File: config.mk
export PLATFORM = sky130hd
export DESIGN_NAME = tci_config_port
export DESIGN_NICKNAME = d
export VERILOG_FILES = /design/src/tci_pkg.sv /design/src/tci_reg_bank.sv /design/src/tci_config_port.sv
export SDC_FILE = /design/constraint.sdc
export NUM_CORES = 1
export LEC_CHECK = 0
export BUFFER_PORTS_ARGS = -buffer_cell sky130_fd_sc_hd__buf_2
export CORE_ASPECT_RATIO = 1.1
export CORE_MARGIN = 3
export CORE_UTILIZATION = 50
export CTS_CLUSTER_DIAMETER = 200
export CTS_CLUSTER_SIZE = 16
export DETAILED_ROUTE_END_ITERATION = 10
export PLACE_DENSITY = 0.64
export SYNTH_ARGS = -nofsm -noshare
export SYNTH_HDL_FRONTEND = slang
export SYNTH_SLANG_ARGS = --single-unit
File: constraint.sdc
create_clock -name clk_sys_i -period 3.25 [get_ports clk_sys_i]
set_input_delay 0.4875 -clock clk_sys_i [delete_from_list [all_inputs] [get_ports clk_sys_i]]
set_output_delay 0.4875 -clock clk_sys_i [all_outputs]
set_load 0.02 [all_outputs]
File: src/tci_pkg.sv
package tci_pkg;

  ////////////////////////////////////////////////////////////////////////////
  // serial word layout
  localparam int unsigned SHIFT_W = 18;
  localparam int unsigned DATA_W = 14;
  localparam int unsigned ADDR_W = 4;
  localparam int unsigned NUM_REGS = 16;
  localparam int unsigned DATA_LSB = 4;

  ////////////////////////////////////////////////////////////////////////////
  // register indices
  localparam logic [3:0] REG_PLL_MODE_CONFIG = 4'h0;
  localparam logic [3:0] REG_LOCK_OUTPUT_TYPE_CONFIG = 4'h1;
  localparam logic [3:0] REG_SYNTH_RESERVED_CONFIG = 4'h2;
  localparam logic [3:0] REG_INTEGER_DIVIDER = 4'h3;
  localparam logic [3:0] REG_FRACTIONAL_DIVIDER_UPPER = 4'h4;
  localparam logic [3:0] REG_LOCK_OUTPUT_REFDIV_CONFIG = 4'h5;
  localparam logic [3:0] REG_CONFIG_WORD_6 = 4'h6;
  localparam logic [3:0] REG_CONFIG_WORD_7 = 4'h7;
  localparam logic [3:0] REG_CONFIG_WORD_8 = 4'h8;
  localparam logic [3:0] REG_CONFIG_WORD_9 = 4'h9;
  localparam logic [3:0] REG_CONFIG_WORD_10 = 4'hA;
  localparam logic [3:0] REG_CONFIG_WORD_11 = 4'hB;
  localparam logic [3:0] REG_CONFIG_WORD_12 = 4'hC;
  localparam logic [3:0] REG_CONFIG_WORD_13 = 4'hD;
  localparam logic [3:0] REG_REFERENCE_CLOCK_OUTPUT_CONFIG = 4'hE;
  localparam logic [3:0] REG_CONFIG_WORD_15 = 4'hF;

  ////////////////////////////////////////////////////////////////////////////
  // field positions inside the 14 data bits
  localparam int unsigned FRAC_MODE_BIT = 10;
  localparam int unsigned LOCK_CMOS_BIT = 12;
  localparam int unsigned INT_DIV_LSB = 0;
  localparam int unsigned FRAC_LOW_LSB = 8;
  localparam int unsigned LOCK_PULLUP_BIT = 9;
  localparam int unsigned LOCK_EN_BIT = 5;
  localparam int unsigned REF_DIV2_BIT = 2;
  localparam int unsigned CLKOUT_DIV2_BIT = 10;
  localparam int unsigned CLKOUT_EN_BIT = 9;

  ////////////////////////////////////////////////////////////////////////////
  // reset values of decoded fields (recommended settings)
  localparam logic RST_FRAC_MODE = 1'b1;
  localparam logic RST_LOCK_CMOS = 1'b1;
  localparam logic [7:0] RST_INT_DIV = 8'h79;
  localparam logic [5:0] RST_FRAC_LOW = 6'h00;
  localparam logic [13:0] RST_FRAC_HIGH = 14'h3666;
  localparam logic RST_LOCK_PULLUP = 1'b0;
  localparam logic RST_LOCK_EN = 1'b1;
  localparam logic RST_REF_DIV2 = 1'b1;
  localparam logic RST_CLKOUT_DIV2 = 1'b0;
  localparam logic RST_CLKOUT_EN = 1'b1;

  // smallest legal integer divisor
  localparam logic [7:0] INT_DIV_MIN = 8'h40;

  ////////////////////////////////////////////////////////////////////////////
  // carriers
  typedef struct packed {
    logic cs_n;
    logic sclk;
    logic din;
  } tci_serial_t;

  typedef struct packed {
    logic frac_mode;
    logic ref_div2;
    logic [7:0] int_div;
    logic [19:0] frac_div;
  } tci_synth_cfg_t;

endpackage

File: src/tci_reg_bank.sv
`timescale 1ns/1ps
module tci_reg_bank
  import tci_pkg::*;
(
  // clock
  input wire logic clk_sys_i,
  // write port
  input wire logic wr_en_i,
  input wire logic [ADDR_W-1:0] wr_addr_i,
  input wire logic [DATA_W-1:0] wr_data_i,
  // read port
  input wire logic [ADDR_W-1:0] rd_addr_i,
  output logic [DATA_W-1:0] rd_data_o
);

  // no reset: power-on contents are undefined until software loads them
  logic [DATA_W-1:0] mem_r [NUM_REGS];

  always_ff @(posedge clk_sys_i)
  begin
    if (wr_en_i)
    begin
      mem_r[wr_addr_i] <= wr_data_i;
    end
  end

  always_ff @(posedge clk_sys_i)
  begin
    rd_data_o <= mem_r[rd_addr_i];
  end

endmodule

File: src/tci_config_port.sv
// How it works
// - sixteen registers, each loaded by 18-bit word
// - upper 14 bits data, low 4 address
// - shift data on clock rise, select low
// - select rising latches word into addressed register
// - keep last 18 bits, no count check
// - reg14 bit10 divides reference output by two
// - reg14 bit9 enables reference clock output
// - lock indicator high locked, low unlocked
// - reg5 bit5 enables lock output, else floating
// - reg1 bit12 selects push-pull or open-drain
// - reg5 bit9 pull-up in open-drain mode
// - reg0 bit10 selects fractional or integer mode
// - reg3 low byte integer divider, 64..255
// - reg3 bits13:8 low six fraction bits
// - reg4 holds upper fourteen fraction bits
// - reg5 bit2 sets synthesizer reference divider
`timescale 1ns/1ps
module tci_config_port
(
  // clock and reset
  input wire logic clk_sys_i,
  input wire logic rst_i,
  // serial configuration pins
  input wire tci_pkg::tci_serial_t serial_i,
  // synthesizer status and reference
  input wire logic pll_locked_i,
  input wire logic ref_clk_i,
  // synthesizer settings
  output tci_pkg::tci_synth_cfg_t synth_cfg_o,
  output logic int_div_valid_o,
  // lock indicator pin
  output logic lock_indicator_o,
  output logic lock_indicator_oe_o,
  output logic lock_pullup_en_o,
  // reference clock output pin
  output logic reference_clock_output_o
);

  import tci_pkg::*;
  ////////////////////////////////////////////////////////////////////////////
  // serial edge detection
  logic sclk_prev_r;
  logic cs_n_prev_r;
  logic sclk_rise;
  logic cs_rise;
  always_ff @(posedge clk_sys_i)
  begin
    if (rst_i)
    begin
      sclk_prev_r <= 1'b0;
      cs_n_prev_r <= 1'b1;
    end
    else
    begin
      sclk_prev_r <= serial_i.sclk;
      cs_n_prev_r <= serial_i.cs_n;
    end
  end

  // clock edges seen while select is high never reach the shifter
  assign sclk_rise = serial_i.sclk && !sclk_prev_r && !serial_i.cs_n;
  assign cs_rise = serial_i.cs_n && !cs_n_prev_r;

  ////////////////////////////////////////////////////////////////////////////
  // shift register
  logic [SHIFT_W-1:0] shift_r;
  // older bits fall off the top; a short frame simply leaves stale bits
  always_ff @(posedge clk_sys_i)
  begin
    if (rst_i)
    begin
      shift_r <= '0;
    end
    else if (sclk_rise)
    begin
      shift_r <= {shift_r[SHIFT_W-2:0], serial_i.din};
    end
  end

  ////////////////////////////////////////////////////////////////////////////
  // latch on select rising
  logic wr_en_r;
  logic [ADDR_W-1:0] wr_addr_r;
  logic [DATA_W-1:0] wr_data_r;
  always_ff @(posedge clk_sys_i)
  begin
    if (rst_i)
    begin
      wr_en_r <= 1'b0;
    end
    else
    begin
      wr_en_r <= cs_rise;
    end
  end

  // word split: data on top, address in the low nibble; only read under wr_en_r
  always_ff @(posedge clk_sys_i)
  begin
    if (cs_rise)
    begin
      wr_addr_r <= shift_r[ADDR_W-1:0];
      wr_data_r <= shift_r[SHIFT_W-1:DATA_LSB];
    end
  end

  ////////////////////////////////////////////////////////////////////////////
  // register bank and decode pipeline
  logic rd_req_r;
  logic rd_vld_r;
  logic [ADDR_W-1:0] rd_addr_r;
  logic [ADDR_W-1:0] dec_addr_r;
  logic [DATA_W-1:0] rd_data;
  // write first, read one cycle later so the bank needs no bypass
  always_ff @(posedge clk_sys_i)
  begin
    if (rst_i)
    begin
      rd_req_r <= 1'b0;
      rd_vld_r <= 1'b0;
      rd_addr_r <= '0;
      dec_addr_r <= '0;
    end
    else
    begin
      rd_req_r <= wr_en_r;
      rd_vld_r <= rd_req_r;
      if (wr_en_r)
      begin
        rd_addr_r <= wr_addr_r;
      end
      dec_addr_r <= rd_addr_r;
    end
  end

  tci_reg_bank u_bank (
    .clk_sys_i (clk_sys_i),
    .wr_en_i (wr_en_r),
    .wr_addr_i (wr_addr_r),
    .wr_data_i (wr_data_r),
    .rd_addr_i (rd_addr_r),
    .rd_data_o (rd_data)
  );

  ////////////////////////////////////////////////////////////////////////////
  // decoded fields; the bank itself is never visible at the pins
  logic frac_mode_r;
  logic lock_cmos_r;
  logic [7:0] int_div_r;
  logic [5:0] frac_low_r;
  logic [13:0] frac_high_r;
  logic lock_pullup_r;
  logic lock_en_r;
  logic ref_div2_r;
  logic clkout_div2_r;
  logic clkout_en_r;
  always_ff @(posedge clk_sys_i)
  begin
    if (rst_i)
    begin
      frac_mode_r <= RST_FRAC_MODE;
      lock_cmos_r <= RST_LOCK_CMOS;
      int_div_r <= RST_INT_DIV;
      frac_low_r <= RST_FRAC_LOW;
      frac_high_r <= RST_FRAC_HIGH;
      lock_pullup_r <= RST_LOCK_PULLUP;
      lock_en_r <= RST_LOCK_EN;
      ref_div2_r <= RST_REF_DIV2;
      clkout_div2_r <= RST_CLKOUT_DIV2;
      clkout_en_r <= RST_CLKOUT_EN;
    end
    else if (rd_vld_r)
    begin
      case (dec_addr_r)
        REG_PLL_MODE_CONFIG:
        begin
          frac_mode_r <= rd_data[FRAC_MODE_BIT];
        end
        REG_LOCK_OUTPUT_TYPE_CONFIG:
        begin
          lock_cmos_r <= rd_data[LOCK_CMOS_BIT];
        end
        REG_INTEGER_DIVIDER:
        begin
          int_div_r <= rd_data[INT_DIV_LSB +: 8];
          frac_low_r <= rd_data[FRAC_LOW_LSB +: 6];
        end
        REG_FRACTIONAL_DIVIDER_UPPER:
        begin
          frac_high_r <= rd_data;
        end
        REG_LOCK_OUTPUT_REFDIV_CONFIG:
        begin
          lock_pullup_r <= rd_data[LOCK_PULLUP_BIT];
          lock_en_r <= rd_data[LOCK_EN_BIT];
          ref_div2_r <= rd_data[REF_DIV2_BIT];
        end
        REG_REFERENCE_CLOCK_OUTPUT_CONFIG:
        begin
          clkout_div2_r <= rd_data[CLKOUT_DIV2_BIT];
          clkout_en_r <= rd_data[CLKOUT_EN_BIT];
        end
        default:
        begin
          // analog-only words: stored in the bank, nothing to decode here
        end
      endcase
    end
  end

  ////////////////////////////////////////////////////////////////////////////
  // synthesizer outputs
  always_ff @(posedge clk_sys_i)
  begin
    if (rst_i)
    begin
      synth_cfg_o <= '{RST_FRAC_MODE, RST_REF_DIV2, RST_INT_DIV, {RST_FRAC_HIGH, RST_FRAC_LOW}};
      int_div_valid_o <= 1'b1;
    end
    else
    begin
      synth_cfg_o.frac_mode <= frac_mode_r;
      synth_cfg_o.ref_div2 <= ref_div2_r;
      synth_cfg_o.int_div <= int_div_r;
      synth_cfg_o.frac_div <= {frac_high_r, frac_low_r};
      // out-of-range divisors are flagged, not clamped
      int_div_valid_o <= (int_div_r >= INT_DIV_MIN);
    end
  end

  ////////////////////////////////////////////////////////////////////////////
  // lock indicator driver
  always_ff @(posedge clk_sys_i)
  begin
    if (rst_i)
    begin
      lock_indicator_o <= 1'b0;
      lock_indicator_oe_o <= 1'b0;
      lock_pullup_en_o <= 1'b0;
    end
    else if (!lock_en_r)
    begin
      lock_indicator_o <= 1'b0;
      lock_indicator_oe_o <= 1'b0;
      lock_pullup_en_o <= 1'b0;
    end
    else if (lock_cmos_r)
    begin
      lock_indicator_o <= pll_locked_i;
      lock_indicator_oe_o <= 1'b1;
      lock_pullup_en_o <= 1'b0;
    end
    else
    begin
      // open drain only ever pulls low; high comes from the pull-up
      lock_indicator_o <= 1'b0;
      lock_indicator_oe_o <= !pll_locked_i;
      lock_pullup_en_o <= lock_pullup_r;
    end
  end

  ////////////////////////////////////////////////////////////////////////////
  // reference clock output divider and buffer
  logic ref_prev_r;
  logic ref_half_r;
  // divider runs independently of the synthesizer reference divider
  always_ff @(posedge clk_sys_i)
  begin
    if (rst_i)
    begin
      ref_prev_r <= 1'b0;
      ref_half_r <= 1'b0;
    end
    else
    begin
      ref_prev_r <= ref_clk_i;
      if (ref_clk_i && !ref_prev_r)
      begin
        ref_half_r <= !ref_half_r;
      end
    end
  end

  always_ff @(posedge clk_sys_i)
  begin
    if (rst_i)
    begin
      reference_clock_output_o <= 1'b0;
    end
    else if (!clkout_en_r)
    begin
      reference_clock_output_o <= 1'b0;
    end
    else
    begin
      reference_clock_output_o <= clkout_div2_r ? ref_half_r : ref_clk_i;
    end
  end

  ////////////////////////////////////////////////////////////////////////////
  // checks
  shift_in_a: assert property (
    @(posedge clk_sys_i) disable iff (rst_i)
    sclk_rise |=> (shift_r[0] == $past(serial_i.din))
      && (shift_r[SHIFT_W-1:1] == $past(shift_r[SHIFT_W-2:0])))
    else $error("shift register missed a serial clock edge");
  shift_idle_a: assert property (
    @(posedge clk_sys_i) disable iff (rst_i)
    serial_i.cs_n |=> $stable(shift_r))
    else $error("shift register moved while select high");
  latch_word_a: assert property (
    @(posedge clk_sys_i) disable iff (rst_i)
    cs_rise |=> wr_en_r && (wr_addr_r == $past(shift_r[ADDR_W-1:0]))
      && (wr_data_r == $past(shift_r[SHIFT_W-1:DATA_LSB])))
    else $error("select rise did not latch the shifted word");
  latch_once_a: assert property (
    @(posedge clk_sys_i) disable iff (rst_i)
    wr_en_r |=> !wr_en_r)
    else $error("one select rise wrote more than once");
  mode_update_a: assert property (
    @(posedge clk_sys_i) disable iff (rst_i)
    (wr_en_r && wr_addr_r == REG_PLL_MODE_CONFIG) |-> ##4
      synth_cfg_o.frac_mode == $past(wr_data_r[FRAC_MODE_BIT], 4))
    else $error("mode bit not applied four cycles after write");
  int_range_a: assert property (
    @(posedge clk_sys_i) disable iff (rst_i)
    (wr_en_r && wr_addr_r == REG_INTEGER_DIVIDER) |-> ##4
      (int_div_valid_o == ($past(wr_data_r[7:0], 4) >= INT_DIV_MIN))
      && (synth_cfg_o.int_div == $past(wr_data_r[7:0], 4)))
    else $error("integer divider or range flag wrong");
  frac_split_a: assert property (
    @(posedge clk_sys_i) disable iff (rst_i)
    (wr_en_r && wr_addr_r == REG_FRACTIONAL_DIVIDER_UPPER) |-> ##4
      synth_cfg_o.frac_div[19:6] == $past(wr_data_r, 4))
    else $error("upper fraction bits not applied");
  lock_off_a: assert property (
    @(posedge clk_sys_i) disable iff (rst_i)
    !lock_en_r |=> !lock_indicator_oe_o && !lock_pullup_en_o)
    else $error("lock pin driven while disabled");
  lock_cmos_a: assert property (
    @(posedge clk_sys_i) disable iff (rst_i)
    (lock_en_r && lock_cmos_r) |=> lock_indicator_oe_o
      && (lock_indicator_o == $past(pll_locked_i)))
    else $error("push-pull lock pin does not follow lock state");
  lock_drain_a: assert property (
    @(posedge clk_sys_i) disable iff (rst_i)
    (lock_en_r && !lock_cmos_r) |=> !lock_indicator_o
      && (lock_indicator_oe_o == !$past(pll_locked_i)))
    else $error("open-drain lock pin drove high or wrong level");
  clkout_off_a: assert property (
    @(posedge clk_sys_i) disable iff (rst_i)
    !clkout_en_r |=> !reference_clock_output_o)
    else $error("reference output active while disabled");
  // the output trails the toggle flop by one clock, hence the extra cycle
  clkout_half_a: assert property (
    @(posedge clk_sys_i) disable iff (rst_i)
    (clkout_en_r && clkout_div2_r && !(ref_clk_i && !ref_prev_r)) ##1
      (clkout_en_r && clkout_div2_r) |=> $stable(reference_clock_output_o))
    else $error("halved reference output changed without a source edge");
endmodule

Word level (Yosys, flattened, before mapping)
Memory sizes are Yosys's and may differ from the RTL's. A register that Yosys moved wholly into a read port is not among the register bits.
Cells that the tools add are included.
Widths: inputs -> output; s select.
{"block": "totals", "reg_bits": 121, "ramBits": 224, "inputBits": 7, "out_inout_bits": 35, "elab_cells": 66, "mem_count": 1}
{"name": "u_bank.mem_r", "words": 16, "word_bits": 14, "read_ports": 1, "rd_clocked_by_memory_dff": 1, "write_ports": 1, "line": "tci_reg_bank.sv:17", "source": "logic [DATA_W-1:0] mem_r [NUM_REGS];"}
{"block": "classes", "n_lt_le_gt_ge": 1, "n_eq_ne": 5, "muxes": 4, "bitwise_logic": 3, "reduce_logical": 21}
{"operator": "$reduce_and 2->1", "n": 6}
{"operator": "$eq 4x3->1 const B", "n": 2}
{"operator": "$ge 8x7->1 const B", "n": 1}
{"operator": "$logic_not 1->1", "n": 6}
{"operator": "$reduce_or 3->1", "n": 2}
{"operator": "$eq 4x1->1 const B", "n": 1}
{"operator": "$eq 4x2->1 const B", "n": 1}
{"operator": "$eq 4x4->1 const B", "n": 1}
{"operator": "$logic_and 1x1->1", "n": 4}
{"operator": "$logic_not 4->1", "n": 1}
{"operator": "$mux 1", "n": 4}
{"operator": "$reduce_or 2->1", "n": 2}
{"operator": "$not 1->1", "n": 3}

Depth between registers and ports, before layout
{"block": "depth", "word_depth": 3, "ltp_mapped": 6, "ltp_nobuf": 3}

By module
A second synthesis with hierarchy kept.
{"block": "hier_totals", "hier_cells": 728, "area_unflattened_um2": 12723.5}
{"module": "tci_reg_bank", "n_inst": 1, "cells_per_inst": 379, "area_each_um2": 8763.4, "seq_area_each_um2": 7006.7}
{"module": "tci_config_port", "n_inst": 1, "cells_per_inst": 349, "area_each_um2": 3960.0, "seq_area_each_um2": 2602.5}

Least setup slack after synthesis
OpenSTA, ideal clock, no wires.
{"block": "synth_path", "kind": "reg2reg", "startpoint": "register wr_en_r", "endpoint": "memory u_bank.mem_r[0][0] (enable)", "setup_time_ps": 421, "t_arrival_ps": 2176, "required_ps": 2829, "slack_ps": 652, "stages_incl_launch_ff": 4, "n_path_buf": 1, "synth_period_minus_slack_ps": 2598, "cell_sequence": "dfxtp_1 -> clkbuf_1 -> nand2b_1 -> nor4_1"}
{"block": "synth_via", "elab_chain_cells": 2}
{"element": "from (decl)", "line": "tci_config_port.sv:83", "source": "logic wr_en_r;"}
{"element": "from (signal assigned)", "line": "tci_config_port.sv:94", "source": "wr_en_r <= cs_rise;"}
{"element": "$mux 1", "line": "tci_reg_bank.sv:21", "source": "if (wr_en_i)"}
{"element": "$mux 1 (implied by the code)", "line": "tci_reg_bank.sv:23", "source": "mem_r[wr_addr_i] <= wr_data_i;"}
{"element": "to (decl)", "line": "tci_reg_bank.sv:17"}
No other way between the ends.

==> flow_metrics.env <==
export IMPL_worstPathCellList="buf_12, mux4_2, a22oi_1, nand2_1"
export IMPL_number_of_drc_markers_in_iteration_0=517
export IMPL_grt_first_pass_wirelength_microns=39100
export IMPL_regToRegStartpoint="rd_addr_r[0]"
export IMPL_critPathMaxStageDelay_ns=0.74
export IMPL_gp_routability_congestion=0.768
export IMPL_synth_compound_area_frac=0.0505
export IMPL_endpoint_kind="flip-flop"
export IMPL_clk_root_buffer_cell="clkbuf_16"
export IMPL_netlist_area_leader_share=0.569
export IMPL_path_max_fanout=30
export IMPL_grt_max_degree=67
export IMPL_ff2ff_setup_slack_ns=1.19
export IMPL_dr_pass1_iters=5
export IMPL_holdCritStartpoint="ref_clk_i"
export IMPL_arrival_time_at_the_worst_endpoint_ns=2.47
export IMPL_antenna_diode_count=0
export IMPL_prevailing_post_synth_register_cell="edfxtp_1"
export IMPL_critPathTopFamily="flip-flops"
export IMPL_max_cap_violations=0
export IMPL_hp_class="in2reg"
export IMPL_initial_utilization=0.515
export IMPL_setup_tns_ns=0
export IMPL_worstHoldPathCells=2
export IMPL_synth_cell_types=44
export IMPL_core_region_area_sq_um=24800
export IMPL_hold_buffers=0
export IMPL_buffer_ports_inserted=41
export IMPL_placed_cell_area_sq_um=13400
export IMPL_fin_crit_ns=2.06
export IMPL_number_of_synthesized_flops_with_an_enable_pin=242
export IMPL_grt_overflow_total=0
export IMPL_worst_setup_path_start_kind="flip-flop"
export IMPL_drive_gt1_frac=0.226
export IMPL_synth_sequential_area_ratio=0.753
export IMPL_max_freq_mhz=486
export IMPL_area_growth_pct=11.0
export IMPL_critPathRequiredTime_ns=3.66
export IMPL_fillCellCount=1930
export IMPL_cts_resized=0
export IMPL_grt_total_usage=0.187
export IMPL_worstRegToRegCells=4
export IMPL_cts_buffers_inserted=26
export IMPL_endpoint_of_the_worst_slack_reg_to_reg_timing_path="u_bank.rd_data_o[0]"
export IMPL_final_wl_microns=25400
export IMPL_io_pins=42
export IMPL_irDropWorstVdd_mv=0.474
export IMPL_cts_htree_levels=1
export IMPL_die_area_sq_um=27500
export IMPL_hold_viol_final=0
export IMPL_wire_length_per_cell_microns=22.6
export IMPL_final_cell_area_sq_um=14200
export IMPL_clock_tree_from_tritoncts="built"
export IMPL_synth_area_in_simple_gates=0.0769
export IMPL_synthMuxAreaShare=0.102
export IMPL_slew_limit_headroom=0.207
export IMPL_tightest_pin_transition_ns=1.19
export IMPL_synth_common_cells="edfxtp_1 (242), dfxtp_1 (117), mux4_2 (56), nand2_1 (56), a21oi_1 (36)"
export IMPL_detailed_place_hpwl_microns=16000
export IMPL_clk_insertion_delay_late_ns=0.53
export IMPL_yosysMostFrequentCell="edfxtp_1"
export IMPL_vias=6501
export IMPL_tritoncts_num_sinks=359
export IMPL_worstPathBufferInverterCount=1
export IMPL_status="finished, final reports clean"
export IMPL_post_route_drc_count=0
export IMPL_finalCritPeriodShare=0.633
export IMPL_postSynth_asyncResetShare=0
export IMPL_core_rowCount=60
export IMPL_layout_nets=805
export IMPL_worstHoldEndpoint="ref_prev_r"
export IMPL_synthesis_instances=745
export IMPL_syn_nets=752
export IMPL_synthTopCellsByArea="edfxtp_1 (57%), dfxtp_1 (18%), mux4_2 (9.9%)"
export IMPL_die_w_microns=158
export IMPL_synth_top_family_by_area="multiplexers"
export IMPL_post_cts_setup_repair_buffer_count=0
export IMPL_first_global_vias=6715
export IMPL_mappedNetlistArea_sq_um=12800
export IMPL_power_static_leakage_uw=0.00456
export IMPL_yosys_area_share_xor_xnor=0.000686
export IMPL_synth_area_leader_cell="edfxtp_1"
export IMPL_drt_vias_per_instance=5.78
export IMPL_worst_path_max_delay_cell="dfxtp_4"
export IMPL_final_max_slew_viol_count=0
export IMPL_worst_clock_skew_ns=0.0134
export IMPL_syn_area_per_cell_sq_um=17.1
export IMPL_path_clk_slew_ns=0.07
export IMPL_p_per_area_nw_per_um2=563
export IMPL_path_class="reg2reg"
export IMPL_drtAntennaViolNets=0
export IMPL_grt_setup_unrepaired="no"
export IMPL_antenna_found_initial=0
export IMPL_synth_adder_area_share=0
export IMPL_fp_dieH_microns=174
export IMPL_yosysWarningCount=0
export IMPL_setup_viol=0
export IMPL_synth_ff_latch_count=359
export IMPL_clock_path_buffers=3
-- layer usage --
metal  GRT usage  up-vias  wire (microns)
li1            -     2966               -
met1       0.252     3336           10500
met2       0.315      152           13000
met3      0.0362       47            1340
met4      0.0491        0             653
met5           0        -               0
-- state kept, by name, summed over array words and instances, names as in the netlist, 4 cells and up --
| name | count |
|---|---|
| u_bank.mem_r | 224 |
| synth_cfg_o | 30 |
| shift_r | 18 |
| frac_high_r | 14 |
| u_bank.rd_data_o | 14 |
| wr_data_r | 14 |
| int_div_r | 8 |
| frac_low_r | 6 |
| dec_addr_r | 4 |
| rd_addr_r | 4 |
| wr_addr_r | 4 |
-- how the worst max path moves through the flow --
| stage | start | end | slack [ns] | cells past startpoint |
|---|---|---|---|---|
| floorplan | wr_en_r | u_bank.mem_r[0][0] | 0.65 | 3 |
| global placement | rd_addr_r[0] | u_bank.rd_data_o[10] | 1.15 | 4 |
| detailed placement | rd_addr_r[0] | u_bank.rd_data_o[0] | 1.13 | 4 |
| CTS | rd_addr_r[0] | u_bank.rd_data_o[0] | 1.13 | 4 |
| global route | rd_addr_r[0] | u_bank.rd_data_o[0] | 1.0 | 4 |
| finish | rd_addr_r[0] | u_bank.rd_data_o[0] | 1.19 | 4 |
-- through the flow --
step	power, uW	setup WS [ns]	cells	hold WS [ns]	utilization
floorplan	5070	0.652	745	0.408	-
global placement	5130	1.15	1080	0.420	0.542
detailed placement	5130	1.13	1080	0.425	0.542
CTS	8070	1.13	1125	0.173	0.572
global route	8240	0.999	1125	0.175	0.572
finish	7980	1.19	1125	0.196	0.572
-- logic make-up after synthesis --
family                    count (synthesis)
and+or+nand+nor                         183
xor gates and xnor gates                  1
buffers and inverters                    42
AOI/OAI and AO/OA                       100
muxes                                    60
DFF                                     359
-- worst reg2reg max path: stages (launching register included) --
cell and delay (ns):
dfxtp_4 0.74, buf_12 0.34, mux4_2 0.55, a22oi_1 0.22
nand2_1 0.08
-- final cells by class --
cell class | instances | area [sq um] | area share
Clock buffer | 44 | 739 | 0.0522
Tap cell | 310 | 388 | 0.0274
Sequential cell | 359 | 9610 | 0.679
Clock inverter | 1 | 11.3 | 0.000795
Multi-Input combinational cell | 344 | 3000 | 0.212
Inverter | 2 | 7.51 | 0.000530
Timing Repair Buffer | 65 | 410 | 0.0290
-- where the power goes --
group	switching [uW]	internal (uW)
clock	1400	1550
sequential	49.0	4860
combinational	72.9	48.5
-- layout by cell type (no fill, tap or decap), types with 21 or more instances in the layout --
| cell | synthesis | routed |
|---|---|---|
| edfxtp_1 | 242 | 242 |
| buf_4 | 1 | 22 |
| clkbuf_16 | 0 | 27 |
| nor2b_1 | 30 | 30 |
| nand3_1 | 21 | 21 |
| a22oi_1 | 27 | 27 |
| dfxtp_1 | 117 | 115 |
| a21oi_1 | 36 | 36 |
| buf_2 | 8 | 41 |
| nand2_1 | 56 | 56 |
| mux4_2 | 56 | 56 |
Power figures use the tool's default switching activity.
